**config.mk**
```make
export PLATFORM = sky130hd
export DESIGN_NAME = ssp_sync_port
export DESIGN_NICKNAME = d
export VERILOG_FILES = /design/src/ssp_pkg.sv /design/src/ssp_sync_port.sv
export SDC_FILE = /design/constraint.sdc
export NUM_CORES = 1
export LEC_CHECK = 0
export BUFFER_PORTS_ARGS = -buffer_cell sky130_fd_sc_hd__buf_2
export CORE_MARGIN = 3
export CORE_UTILIZATION = 54
export CTS_CLUSTER_DIAMETER = 150
export DETAILED_ROUTE_END_ITERATION = 6
export PLACE_DENSITY_LB_ADDON = 0.08
export SYNTH_ARGS = -nofsm -noshare
export SYNTH_HDL_FRONTEND = slang
export SYNTH_SLANG_ARGS = --single-unit
```
**constraint.sdc**
```tcl
create_clock -name clk_in -period 3.4 [get_ports clk_in]
set_clock_uncertainty 0.1 [all_clocks]
set_input_delay 0.51 -clock clk_in [delete_from_list [all_inputs] [get_ports clk_in]]
set_output_delay 0.51 -clock clk_in [all_outputs]
set_load 0.005 [all_outputs]
```
**src/ssp_pkg.sv**
```systemverilog
package ssp_pkg;

   // Word indices of the registers on the plain register port.
   localparam logic [2:0] OFS_FLAGS = 3'h0;
   localparam logic [2:0] OFS_IEN   = 3'h1;
   localparam logic [2:0] OFS_PRIO  = 3'h2;
   localparam logic [2:0] OFS_RXCTL = 3'h3;
   localparam logic [2:0] OFS_TXBUF = 3'h4;
   localparam logic [2:0] OFS_TXCTL = 3'h5;
   localparam logic [2:0] OFS_BAUD  = 3'h6;
   localparam logic [2:0] OFS_RXBUF = 3'h7;

   // Bit positions shared by the flag, enable and priority registers.
   localparam int BIT_RX = 5;
   localparam int BIT_TX = 4;

   // Word lengths on the line, without and with the ninth bit.
   localparam logic [3:0] BITS_SHORT = 4'h8;
   localparam logic [3:0] BITS_LONG  = 4'h9;

   // Reset values of the stored registers.
   localparam logic [7:0] RXCTL_RESET = 8'h00;
   localparam logic [7:0] TXCTL_RESET = 8'h00;
   localparam logic [7:0] BAUD_RESET  = 8'h00;

   // Transmit status and control, bit 7 down to bit 0.
   typedef struct packed {
      logic clk_src;
      logic tx9;
      logic transmit_enable;
      logic sync;
      logic unused;
      logic high_baud_select;
      logic shifter_empty;
      logic ninth_send_bit;
   } ssp_txctl_t;

   // Receive status and control, bit 7 down to bit 0.
   typedef struct packed {
      logic port_en;
      logic rx9;
      logic single_en;
      logic cont_en;
      logic addr_det;
      logic framing_err;
      logic overrun_err;
      logic ninth_received_bit;
   } ssp_rxctl_t;

   // Transmit sequencer, one-hot.
   typedef enum logic [2:0] {
      TX_IDLE  = 3'h1,
      TX_LOAD  = 3'h2,
      TX_SHIFT = 3'h4
   } ssp_tx_state_t;

   // Receive sequencer, one-hot.
   typedef enum logic [2:0] {
      RX_IDLE  = 3'h1,
      RX_SHIFT = 3'h2,
      RX_DONE  = 3'h4
   } ssp_rx_state_t;

endpackage

```
**src/ssp_sync_port.sv**
```systemverilog
// Local design decisions: strobed register access and the register addresses.
`timescale 1ns/100ps

// Function
// - Shifter reloads only after last bit leaves.
// - Buffer transfer takes one cycle, sets empty flag.
// - Empty flag cleared only by buffer write.
// - Transmit request forwarded only when enabled.
// - Shifter-empty status bit, read only, polled.
// - Continuous enable, or single in master mode, starts reception.
// - Receive data sampled on clock falling edge.
// - Single takes one word; continuous governs both.
// - Receive-complete flag and request on word.
// - Clearing continuous enable clears receive error.
// - Clock-source clear selects external shift clock.
// - Slave shifter keeps running in low power.
// - Sleep: second queued word waits, flag clear.
// - Second word loads later, then flag sets.
// - Transmit control layout, clock source at top.
// - Half duplex: transmit and receive exclude.
// - Enabled port pins become clock and data.
module ssp_sync_port #(
   parameter int DIV_WIDTH = 8
) (
   // Clock and reset.
   input  wire logic       clk_in,
   input  wire logic       sys_rst_in,
   // Register port.
   input  wire logic [2:0] reg_addr_in,
   input  wire logic [7:0] reg_wdata_in,
   input  wire logic       reg_wr_in,
   input  wire logic       reg_rd_in,
   output logic      [7:0] reg_rdata_out,
   // Low-power state of the surrounding core.
   input  wire logic       sleep_in,
   // Shift clock pin.
   input  wire logic       shift_clock_pin_in,
   output logic            shift_clock_pin_out,
   output logic            shift_clock_pin_oe_n_out,
   // Shift data pin.
   input  wire logic       shift_data_pin_in,
   output logic            shift_data_pin_out,
   output logic            shift_data_pin_oe_n_out,
   // Interrupt requests toward the core.
   output logic            tx_irq_out,
   output logic            rx_irq_out
);

   // The divisor must fit the eight-bit register word.
   if (DIV_WIDTH < 1 || DIV_WIDTH > 8) begin : g_chk
      $error("DIV_WIDTH must lie between 1 and 8");
   end

   // Stored registers.
   ssp_pkg::ssp_txctl_t    txctl_reg;          // Transmit control.
   ssp_pkg::ssp_rxctl_t    rxctl_reg;          // Receive control.
   logic                   tx_empty_flag_reg;  // Transmit buffer empty.
   logic                   rx_done_flag_reg;   // Word received.
   logic [1:0]             ien_reg;            // Receive, transmit enables.
   logic [1:0]             prio_reg;           // Priority bits, stored only.
   logic [7:0]             txbuf_reg;          // Transmit buffer.
   logic                   txbuf_full_reg;     // Buffer holds a word.
   logic [DIV_WIDTH-1:0]   baud_reg;           // Half-period divisor.
   logic [7:0]             rxbuf_reg;          // Receive buffer.
   // Shifters and sequencers.
   ssp_pkg::ssp_tx_state_t tx_st_reg, tx_st_next;
   ssp_pkg::ssp_rx_state_t rx_st_reg, rx_st_next;
   logic [8:0]             shifter_reg;        // Transmit shifter.
   logic [8:0]             rx_sh_reg;          // Receive shifter.
   logic [3:0]             bitcnt_reg;         // Bits moved so far.
   // Pin synchronisers and master clock.
   logic [2:0]             ck_s_reg;           // Clock pin sampling chain.
   logic [2:0]             dt_s_reg;           // Data pin sampling chain.
   logic                   ck_filt_reg;        // Agreed clock level.
   logic                   dt_filt_reg;        // Agreed data level.
   logic [DIV_WIDTH-1:0]   div_cnt_reg;        // Divider countdown.
   logic                   mclk_reg;           // Generated shift clock.
   // Output flops.
   logic [7:0]             rdata_reg;
   logic                   ck_oe_n_reg;
   logic                   dt_oe_n_reg;
   logic                   tx_irq_reg;
   logic                   rx_irq_reg;

   // Register decode.
   wire wr_txbuf = reg_wr_in & (reg_addr_in == ssp_pkg::OFS_TXBUF);
   wire wr_txctl = reg_wr_in & (reg_addr_in == ssp_pkg::OFS_TXCTL);
   wire wr_rxctl = reg_wr_in & (reg_addr_in == ssp_pkg::OFS_RXCTL);
   wire rd_rxbuf = reg_rd_in & (reg_addr_in == ssp_pkg::OFS_RXBUF);

   // Mode decode; the pins only serve when both bits are set.
   wire sync_on  = txctl_reg.sync & rxctl_reg.port_en;
   wire master   = txctl_reg.clk_src;
   wire tx_idle  = (tx_st_reg == ssp_pkg::TX_IDLE);
   wire tx_shift = (tx_st_reg == ssp_pkg::TX_SHIFT);
   wire rx_busy  = (rx_st_reg == ssp_pkg::RX_SHIFT);
   // The single enable does not count for a slave.
   wire rx_want  = rxctl_reg.cont_en | (rxctl_reg.single_en & master);

   // Master clock runs only while a word moves and the core is awake.
   wire gen_run  = sync_on & master & ~sleep_in & (tx_shift | rx_busy);
   wire div_tick = gen_run & (div_cnt_reg == '0);
   wire m_fall   = div_tick & mclk_reg;

   // A pin change counts once the second and third stages agree.
   wire ck_agree = (ck_s_reg[1] == ck_s_reg[2]);
   wire s_fall   = sync_on & ~master & ck_agree & ~ck_s_reg[2] & ck_filt_reg;
   wire sh_fall  = master ? m_fall : s_fall;

   // Word lengths and last-bit detection.
   wire [3:0] tx_bits = txctl_reg.tx9 ? ssp_pkg::BITS_LONG : ssp_pkg::BITS_SHORT;
   wire [3:0] rx_bits = rxctl_reg.rx9 ? ssp_pkg::BITS_LONG : ssp_pkg::BITS_SHORT;
   wire tx_last  = tx_shift & sh_fall & (bitcnt_reg == tx_bits - 4'h1);
   wire rx_last  = rx_busy & sh_fall & (bitcnt_reg == rx_bits - 4'h1);

   // A load needs enable, a waiting word and a quiet receiver.
   wire can_load = sync_on & txctl_reg.transmit_enable & txbuf_full_reg & ~rx_want & ~rx_busy;
   wire do_load  = (tx_st_next == ssp_pkg::TX_LOAD);
   wire rx_fin   = (rx_st_reg == ssp_pkg::RX_DONE);

   // Read data selection; unimplemented bits read as zero.
   wire ssp_pkg::ssp_txctl_t tx_view = '{clk_src: txctl_reg.clk_src, tx9: txctl_reg.tx9,
                                         transmit_enable: txctl_reg.transmit_enable, sync: txctl_reg.sync, unused: 1'b0,
                                         high_baud_select: txctl_reg.high_baud_select, shifter_empty: tx_idle,
                                         ninth_send_bit: txctl_reg.ninth_send_bit};
   wire [7:0] flag_view = {2'b00, rx_done_flag_reg, tx_empty_flag_reg, 4'h0};
   wire [7:0] rd_mux =
      (reg_addr_in == ssp_pkg::OFS_FLAGS) ? flag_view :
      (reg_addr_in == ssp_pkg::OFS_IEN)   ? {2'b00, ien_reg, 4'h0} :
      (reg_addr_in == ssp_pkg::OFS_PRIO)  ? {2'b00, prio_reg, 4'h0} :
      (reg_addr_in == ssp_pkg::OFS_RXCTL) ? {rxctl_reg[7:3], 1'b0, rxctl_reg[1:0]} :
      (reg_addr_in == ssp_pkg::OFS_TXBUF) ? txbuf_reg :
      (reg_addr_in == ssp_pkg::OFS_TXCTL) ? tx_view :
      (reg_addr_in == ssp_pkg::OFS_BAUD)  ? 8'(baud_reg) : rxbuf_reg;

   // Transmit sequencer: a word moves in only after the last bit left.
   always_comb begin
      tx_st_next = tx_st_reg;
      case (tx_st_reg)
         ssp_pkg::TX_IDLE: begin
            if (can_load) begin
               tx_st_next = ssp_pkg::TX_LOAD;
            end
         end
         // The transfer cycle itself; shifting starts after it.
         ssp_pkg::TX_LOAD: tx_st_next = ssp_pkg::TX_SHIFT;
         ssp_pkg::TX_SHIFT: begin
            if (tx_last) begin
               tx_st_next = can_load ? ssp_pkg::TX_LOAD : ssp_pkg::TX_IDLE;
            end
         end
         default: tx_st_next = ssp_pkg::TX_IDLE;
      endcase
   end

   // Receive sequencer: starts only while the transmitter is idle.
   always_comb begin
      rx_st_next = rx_st_reg;
      case (rx_st_reg)
         ssp_pkg::RX_IDLE: begin
            if (sync_on & rx_want & tx_idle & ~can_load) begin
               rx_st_next = ssp_pkg::RX_SHIFT;
            end
         end
         ssp_pkg::RX_SHIFT: begin
            if (!rx_want || !sync_on) begin
               rx_st_next = ssp_pkg::RX_IDLE;  // Dropped enable abandons the word.
            end else if (rx_last) begin
               rx_st_next = ssp_pkg::RX_DONE;
            end
         end
         ssp_pkg::RX_DONE: rx_st_next = ssp_pkg::RX_IDLE;
         default: rx_st_next = ssp_pkg::RX_IDLE;
      endcase
   end

   // Pin synchronisers; the first stage feeds only the second.
   always_ff @(posedge clk_in or posedge sys_rst_in) begin
      if (sys_rst_in) begin
         ck_s_reg    <= 3'h0;
         dt_s_reg    <= 3'h0;
         ck_filt_reg <= 1'b0;
         dt_filt_reg <= 1'b0;
      end else begin
         ck_s_reg    <= {ck_s_reg[1:0], shift_clock_pin_in};
         dt_s_reg    <= {dt_s_reg[1:0], shift_data_pin_in};
         ck_filt_reg <= ck_agree ? ck_s_reg[2] : ck_filt_reg;
         dt_filt_reg <= (dt_s_reg[1] == dt_s_reg[2]) ? dt_s_reg[2] : dt_filt_reg;
      end
   end

   // Master clock divider: each half period lasts divisor plus one cycles.
   always_ff @(posedge clk_in or posedge sys_rst_in) begin
      if (sys_rst_in) begin
         div_cnt_reg <= '0;
         mclk_reg    <= 1'b0;
      end else begin
         div_cnt_reg <= (!gen_run || div_tick) ? baud_reg : div_cnt_reg - 1'b1;
         if (div_tick) begin
            mclk_reg <= ~mclk_reg;
         end else if (!(tx_shift || rx_busy)) begin
            mclk_reg <= 1'b0;  // Idle level low, so a word opens with a rise.
         end
      end
   end

   // Sequencers, shifters and the bit counter.
   always_ff @(posedge clk_in or posedge sys_rst_in) begin
      if (sys_rst_in) begin
         tx_st_reg   <= ssp_pkg::TX_IDLE;
         rx_st_reg   <= ssp_pkg::RX_IDLE;
         shifter_reg <= 9'h000;
         rx_sh_reg   <= 9'h000;
         bitcnt_reg  <= 4'h0;
      end else begin
         tx_st_reg <= tx_st_next;
         rx_st_reg <= rx_st_next;
         if (do_load) begin
            shifter_reg <= {txctl_reg.ninth_send_bit, txbuf_reg};
         end else if (tx_shift && sh_fall) begin
            shifter_reg <= {1'b0, shifter_reg[8:1]};
         end
         if (rx_busy && sh_fall) begin
            rx_sh_reg <= {dt_filt_reg, rx_sh_reg[8:1]};
         end
         if (do_load || rx_st_next != rx_st_reg) begin
            bitcnt_reg <= 4'h0;
         end else if (sh_fall && (tx_shift || rx_busy)) begin
            bitcnt_reg <= bitcnt_reg + 4'h1;
         end
      end
   end

   // Transmit buffer and its empty flag; a load beats a same-cycle write.
   always_ff @(posedge clk_in or posedge sys_rst_in) begin
      if (sys_rst_in) begin
         txbuf_reg         <= 8'h00;
         txbuf_full_reg    <= 1'b0;
         tx_empty_flag_reg <= 1'b1;
      end else begin
         if (wr_txbuf) begin
            txbuf_reg <= reg_wdata_in;
         end
         txbuf_full_reg <= wr_txbuf | (txbuf_full_reg & ~do_load);
         if (do_load) begin
            tx_empty_flag_reg <= 1'b1;
         end else if (wr_txbuf) begin
            tx_empty_flag_reg <= 1'b0;
         end
      end
   end

   // Control registers, receive buffer and receive status.
   always_ff @(posedge clk_in or posedge sys_rst_in) begin
      if (sys_rst_in) begin
         txctl_reg        <= ssp_pkg::TXCTL_RESET;
         rxctl_reg        <= ssp_pkg::RXCTL_RESET;
         baud_reg         <= DIV_WIDTH'(ssp_pkg::BAUD_RESET);
         ien_reg          <= 2'b00;
         prio_reg         <= 2'b00;
         rxbuf_reg        <= 8'h00;
         rx_done_flag_reg <= 1'b0;
      end else begin
         // Writable control bits; status bits stay with the hardware.
         if (wr_txctl) begin
            txctl_reg <= '{clk_src: reg_wdata_in[7], tx9: reg_wdata_in[6], transmit_enable: reg_wdata_in[5],
                           sync: reg_wdata_in[4], unused: 1'b0, high_baud_select: reg_wdata_in[2],
                           shifter_empty: 1'b0, ninth_send_bit: reg_wdata_in[0]};
         end
         if (reg_wr_in && reg_addr_in == ssp_pkg::OFS_BAUD) begin
            baud_reg <= reg_wdata_in[DIV_WIDTH-1:0];
         end
         if (reg_wr_in && reg_addr_in == ssp_pkg::OFS_IEN) begin
            ien_reg <= reg_wdata_in[ssp_pkg::BIT_RX:ssp_pkg::BIT_TX];
         end
         if (reg_wr_in && reg_addr_in == ssp_pkg::OFS_PRIO) begin
            prio_reg <= reg_wdata_in[ssp_pkg::BIT_RX:ssp_pkg::BIT_TX];
         end
         if (wr_rxctl) begin
            rxctl_reg[7:3] <= reg_wdata_in[7:3];
         end else if (rx_fin && !rxctl_reg.cont_en) begin
            rxctl_reg.single_en <= 1'b0;
         end
         // Overrun stands until the continuous enable is written low.
         if (rx_fin && rx_done_flag_reg) begin
            rxctl_reg.overrun_err <= 1'b1;
         end else if (wr_rxctl && !reg_wdata_in[4]) begin
            rxctl_reg.overrun_err <= 1'b0;
         end
         rxctl_reg.framing_err <= 1'b0;
         // A finished word lands in the buffer; set beats the read clear.
         if (rx_fin) begin
            rxbuf_reg     <= rxctl_reg.rx9 ? rx_sh_reg[7:0] : rx_sh_reg[8:1];
            rxctl_reg.ninth_received_bit <= rxctl_reg.rx9 & rx_sh_reg[8];
            rx_done_flag_reg <= 1'b1;
         end else if (rd_rxbuf) begin
            rx_done_flag_reg <= 1'b0;
         end
      end
   end

   // Output flops: read data, pin enables and interrupt requests.
   always_ff @(posedge clk_in or posedge sys_rst_in) begin
      if (sys_rst_in) begin
         rdata_reg   <= 8'h00;
         ck_oe_n_reg <= 1'b1;
         dt_oe_n_reg <= 1'b1;
         tx_irq_reg  <= 1'b0;
         rx_irq_reg  <= 1'b0;
      end else begin
         rdata_reg   <= reg_rd_in ? rd_mux : 8'h00;
         ck_oe_n_reg <= ~(sync_on & master);
         dt_oe_n_reg <= ~sync_on | (tx_st_next == ssp_pkg::TX_IDLE);
         tx_irq_reg  <= tx_empty_flag_reg & ien_reg[0];
         rx_irq_reg  <= rx_done_flag_reg & ien_reg[1];
      end
   end

   assign reg_rdata_out            = rdata_reg;
   assign shift_clock_pin_out      = mclk_reg;
   assign shift_clock_pin_oe_n_out = ck_oe_n_reg;
   assign shift_data_pin_out       = shifter_reg[0];
   assign shift_data_pin_oe_n_out  = dt_oe_n_reg;
   assign tx_irq_out               = tx_irq_reg;
   assign rx_irq_out               = rx_irq_reg;
endmodule

```
# After elaboration in Yosys (flattened, before gate mapping)
# Cells that the tools add are included.
# classes
muxes,35
add_sub_neg,4
n_reduce_logical,26
n_shift,0
order_cmp,0
n_eq_ne,21
mul,0
div,0
bitwise,44
# op_table
op,n
8-bit 2-to-1 mux,10
1-bit AND,30
3-bit == test (second input constant),6
9-bit 2-to-1 mux,2
3-bit by 2-bit == test with 1-bit output (second input constant),5
3-bit 2-to-1 mux,5
1-bit 2-to-1 mux,13
3-bit by 1-bit == test with 1-bit output (second input constant),4
2-bit nonzero test,6
1-bit NOT,10
1-bit logical AND,9
3-bit case mux with 3 select lines,1
4-bit == test,2
8-bit logical NOT,1
4-bit 2-to-1 mux,2
4-bit by 1-bit subtractor with 4-bit output (second input constant),2
8-bit by 1-bit subtractor with 8-bit output (second input constant),1
3-bit case mux with 2 select lines,1
1-bit logical NOT,5
4-bit by 1-bit adder with 4-bit output (second input constant),1
1-bit logical OR,4
1-bit bitwise OR,4
3-bit logical NOT,1
3-bit != test,1
other kinds (3),4
# totals
latchBits,0
input_bits,18
romBits,0
regBits,101
mem_bits_rw,0
output_inout_bits,14
mem_count,0

# Longest topological paths before layout
# logic_depth
depth_word,15
mapped_depth,9
depth_no_buf,8

# Least setup slack after synthesis
# OpenSTA, ideal clock, no wires.
# synth_path
kind,reg-to-reg
from,register div_cnt_reg[0]
to,register shifter_reg[0]
n_path_buf,1
setup_ns,0.125
t_arrival_ns,2.114
t_required_ns,3.175
stages_incl_launch_ff,9
setup_slack_ns,1.060
period_less_slack_ns,2.340
path_cell_list,dfrtp_1 -> inv_1 -> ha_1 -> nor3b_1 -> nand4_1 -> a211o_1 -> a21o_1 -> buf_6 -> mux2_4
# synth_via
elab_chain_len,10
elab_cells_between_ends,12
classes_between,eq/ne: 1; mux: 4; bitwise: 4; reduce/logical: 3
# synth_rtl
element,line,text
"start, declared",ssp_sync_port.sv:76,logic [DIV_WIDTH-1:0] div_cnt_reg;
"start signal, assigned",ssp_sync_port.sv:198,div_cnt_reg <= (!gen_run || div_tick) ? baud_reg : div_cnt_reg - 1'b1;
8-bit logical NOT *,ssp_sync_port.sv:102,wire div_tick = gen_run & (div_cnt_reg == '0);
1-bit AND *,ssp_sync_port.sv:102,
1-bit AND *,ssp_sync_port.sv:103,wire m_fall = div_tick & mclk_reg;
1-bit 2-to-1 mux *,ssp_sync_port.sv:108,wire sh_fall = master ? m_fall : s_fall;
1-bit AND (2 in series),ssp_sync_port.sv:113,wire tx_last = tx_shift & sh_fall & (bitcnt_reg == tx_bits - 4'h1);
3-bit 2-to-1 mux,ssp_sync_port.sv:148,if (tx_last) begin
3-bit case mux with 3 select lines,ssp_sync_port.sv:139,case (tx_st_reg)
3-bit by 2-bit == test with 1-bit output,ssp_sync_port.sv:118,wire do_load = (tx_st_next == ssp_pkg::TX_LOAD);
9-bit 2-to-1 mux / 2-bit nonzero test (equally long branches),--,
"end signal, assigned",ssp_sync_port.sv:219,"shifter_reg <= {txctl_reg.ninth_send_bit, txbuf_reg};"
"end signal, assigned",ssp_sync_port.sv:221,"shifter_reg <= {1'b0, shifter_reg[8:1]};"
"end, declared",ssp_sync_port.sv:68,logic [8:0] shifter_reg;
# Every way passes the cells marked *; elsewhere a longest branch is shown, timed or not.
# A chain may end at the register's enable or synchronous reset.

# Final worst setup path
# layout_path
from,register div_cnt_reg[0]
to,register shifter_reg[1]
# The elaborated chain is that of the path after synthesis.

==> Implementation_results.wiki <==
{| class="wikitable"
! Metric !! Value
|-
| Share of post-route cells with drive strength above 1 || 0.3053
|-
| Critical path's largest stage delay || 0.51 ns
|-
| # setup viols final || 0
|-
| Count of maximum capacitance violations || 0
|-
| Final worst path period share || 0.7810
|-
| Setup crit start kind || flop
|-
| Combined global-route utilization of all metal layers || 0.2102
|-
| Crit. End Element || flop
|-
| Worst-path cell with the longest stage delay || sky130_fd_sc_hd__a21oi_2
|-
| Biggest fanout along the worst timing path || 9
|-
| Initial cell density of the core || 0.5582
|-
| Fmax || 0.3766 GHz
|-
| Seq/Total Area, Yosys || 0.5497
|-
| Placed Instances || 505
|-
| Crit Path Category || reg2reg
|-
| Post-synthesis cell type with the largest combined area || sky130_fd_sc_hd__dfrtp_1
|-
| Sequence of cells on the critical path || inv_1 -> ha_1 -> nor3b_1 -> nand4_1 -> a21oi_2 -> mux2_2 -> mux2_4
|-
| Net count after synthesis || 399
|-
| Vert. Die Dim || 98.39 um
|-
| Number of synthesis warnings || 0
|-
| Number of diodes added for antenna fixing || 0
|-
| Power per cell area || 563.5 nW/um^2
|-
| Area fraction of the dominant cell type after synthesis || 0.5212
|-
| Total standard cell area after synthesis || 4609 um^2
|-
| I/O pins || 32
|-
| Ratio of routed vias to standard cells || 5.735
|-
| Via count || 2988
|-
| Standard-cell row count || 33
|-
| Initial drt markers || 197
|-
| Max clock buf depth || 2
|-
| Placer Congestion || 0.8447
|-
| Total core area || 8258 um^2
|-
| #FFs+latches synth || 101
|-
| Number of global-route vias before repair || 3043
|-
| Placed wire-length estimate after detailed placement || 6755 um
|-
| Leakage power || 2.290 nW
|-
| Crit path required time || 3.56 ns
|-
| Aggregate routed wire length || 9433 um
|-
| Die area || 9681 um^2
|-
| Final setup slack of the worst path || 0.7446 ns
|-
| Most used flip-flop cell after synthesis || sky130_fd_sc_hd__dfrtp_1
|-
| Post-Place Setup Slack || 0.7554 ns
|-
| CTS Buf Count || 9
|-
| CTS tree || built
|-
| Number of H-tree levels || 3
|-
| Final sum of negative setup slack || 0 ns
|-
| Detailed-route wire length per cell || 18.11 um
|-
| Maximum ir drop on the vdd rail || 200.0 uV
|-
| Final global-route overflow total || 0
|-
| Pin count of the biggest net entering global routing || 84
|-
| Worst-skew pair later-pin latency || 0.37 ns
|-
| Setup repair after global routing missed its margin || false
|-
| Placed cell area || 4868 um^2
|-
| Non-filler cells in the finished layout || 521
|-
| Post-cts gate resize count || 0
|-
| Top area cells in the synthesized netlist || sky130_fd_sc_hd__dfrtp_1, sky130_fd_sc_hd__mux2_2, sky130_fd_sc_hd__o21ai_0
|-
| Slack of the worst reg-to-reg path || 0.74 ns
|-
| Post-synthesis async set-or-reset flop share || 1.000
|-
| Number of hold-repair buffers added at the cts stage || 0
|-
| Horiz. Die Dim || 98.39 um
|-
| Slew Limit Headroom || 0.3192
|-
| Number of standard cells after synthesis || 378
|-
| Run status || complete, no violations
|-
| Clock root buffer || sky130_fd_sc_hd__clkbuf_8
|-
| Avg Cell Area, Syn || 12.19 um^2
|-
| Layout Utilization || 0.6142
|-
| Clock-pin slew on the worst setup and hold paths || 0.10 ns
|-
| Number of buffers added on ports || 31
|-
| Post-route ant nets || 0
|-
| Final Hold Viols || 0
|-
| Number of buffers added for setup after CTS || 0
|-
| Initial antenna violation count || 0
|-
| Worst Tran Pin Value || 1.017 ns
|-
| Final net count || 432
|-
| First drt pass iteration count || 4
|-
| Worst min-delay path category || in2reg
|-
| Number of design rule violations left after detail routing || 0
|-
| Number of distinct standard cells referenced by the synthesized netlist || 49
|-
| Clock net sink count || 101
|-
| Arrival time of the worst setup path || 2.81 ns
|-
| Final instance area || 5072 um^2
|-
| Count of final max-slew check failures || 0
|-
| Synth-to-Final Area Change || 10.04%
|-
| Number of synthesized flops with an enable pin || 0
|-
| Wire length of the first global-routing pass || 15880 um
|-
| Final period demand of the worst path || 2.655 ns
|}
[layer usage]
metal	GRT usage	part of all wire	up-vias
met4	0.05042	0.013	0
met1	0.2996	0.46	1484
met3	0.04286	0.047	10
li1	-	-	1425
met5	0	0	-
met2	0.3344	0.49	69
[metrics by stage]
step,hold WS [ns],total power [mW]
CTS,0.1226,2.889
global route,0.1257,3.005
finish,0.1391,2.858
detailed placement,0.2419,2.098
floorplan,0.2312,1.932
global placement,0.2339,2.076
[where the power goes]
group	internal, mW	switching (mW)
clock network	0.352	0.435
registers	1.40	0.162
logic	0.300	0.211
[kinds of logic after synthesis]
group,synth area share
compound gates,0.08469
xor+xnor,0.01900
fa+ha+maj,0.01249
buf+inv,0.01792
flops,0.5497
mux,0.1987
simple gates,0.1175
[cells in the mapped netlist, types with 2 or more instances]
cell,number
sky130_fd_sc_hd__and3_1,2
sky130_fd_sc_hd__nor3_1,5
sky130_fd_sc_hd__o21ai_0,30
sky130_fd_sc_hd__maj3_1,2
sky130_fd_sc_hd__o31ai_1,2
sky130_fd_sc_hd__inv_1,8
sky130_fd_sc_hd__mux4_2,6
sky130_fd_sc_hd__or3_1,2
sky130_fd_sc_hd__nand2_1,39
sky130_fd_sc_hd__a211oi_1,4
sky130_fd_sc_hd__dfstp_2,5
sky130_fd_sc_hd__a31o_2,2
sky130_fd_sc_hd__buf_1,3
sky130_fd_sc_hd__nand4_1,3
sky130_fd_sc_hd__a21o_1,4
sky130_fd_sc_hd__clkbuf_1,8
sky130_fd_sc_hd__mux2i_1,12
sky130_fd_sc_hd__nand3_1,7
sky130_fd_sc_hd__or3b_2,2
sky130_fd_sc_hd__nor3b_1,7
sky130_fd_sc_hd__nor2b_1,9
sky130_fd_sc_hd__nor2_1,12
sky130_fd_sc_hd__ha_1,3
sky130_fd_sc_hd__o211ai_1,3
sky130_fd_sc_hd__xor2_1,3
sky130_fd_sc_hd__dfrtp_1,96
sky130_fd_sc_hd__nand2b_1,2
sky130_fd_sc_hd__and2_1,4
sky130_fd_sc_hd__mux2_4,8
sky130_fd_sc_hd__a21oi_1,13
sky130_fd_sc_hd__xnor2_1,7
sky130_fd_sc_hd__mux2_2,48
[cell type report]
| cell class | count | area [um^2] |
|---|---|---|
| repair buffers | 34 | 177.7 |
| flip-flops and latches | 101 | 2534 |
| clock inverters | 7 | 80.08 |
| fillers | 700 | 3186 |
| multi-input cells | 257 | 1993 |
| inverters | 8 | 32.53 |
| clock buffers | 9 | 123.9 |
| well taps | 105 | 131.4 |
[path summary, 6_finish.rpt]
kind | startpoint | end | cells after the start
worst max-delay path | div_cnt_reg[0] | shifter_reg[1] | 7
worst min-delay path | shift_data_pin_in | dt_s_reg[0] | 1
worst max register to register | div_cnt_reg[0] | shifter_reg[1] | 7
worst min register to register | dt_s_reg[0] | dt_s_reg[1] | 0
max in group asynchronous | sys_rst_in | reg_rdata_out[4] | 3
min in group asynchronous | sys_rst_in | dt_s_reg[0] | 2
[placed cells by master (no fill, tap or decap), types with 3 or more instances in the layout]
cell	Yosys	layout
sky130_fd_sc_hd__o21ai_0	30	30
sky130_fd_sc_hd__xnor2_1	7	7
sky130_fd_sc_hd__dfstp_2	5	5
sky130_fd_sc_hd__mux2_4	8	8
sky130_fd_sc_hd__nand2_1	39	39
sky130_fd_sc_hd__buf_2	0	31
sky130_fd_sc_hd__dfrtp_1	96	96
sky130_fd_sc_hd__nand3_1	7	7
sky130_fd_sc_hd__nand4_1	3	3
sky130_fd_sc_hd__mux2_2	48	48
sky130_fd_sc_hd__o211ai_1	3	3
sky130_fd_sc_hd__nor2b_1	9	9
sky130_fd_sc_hd__a21o_1	4	4
sky130_fd_sc_hd__clkbuf_8	0	9
sky130_fd_sc_hd__inv_6	0	3
sky130_fd_sc_hd__nor3b_1	7	7
sky130_fd_sc_hd__nor3_1	5	5
sky130_fd_sc_hd__nor2_1	12	12
sky130_fd_sc_hd__a21oi_1	13	13
sky130_fd_sc_hd__a211oi_1	4	4
sky130_fd_sc_hd__and2_1	4	4
sky130_fd_sc_hd__mux2i_1	12	12
sky130_fd_sc_hd__mux4_2	6	6
sky130_fd_sc_hd__xor2_1	3	3
sky130_fd_sc_hd__buf_4	0	3
sky130_fd_sc_hd__ha_1	3	3
sky130_fd_sc_hd__inv_1	8	7
[critical path: cells and delay by family, from the launching register on]
kind,cells,cell delay [ns]
muxes,2,0.66
and+or+nand+nor,2,0.65
AOI/OAI and AO/OA,1,0.51
DFF,1,0.40
adders and majority gates,1,0.14
buffers and inverters,1,0.10
Power figures use the tool's default switching activity.
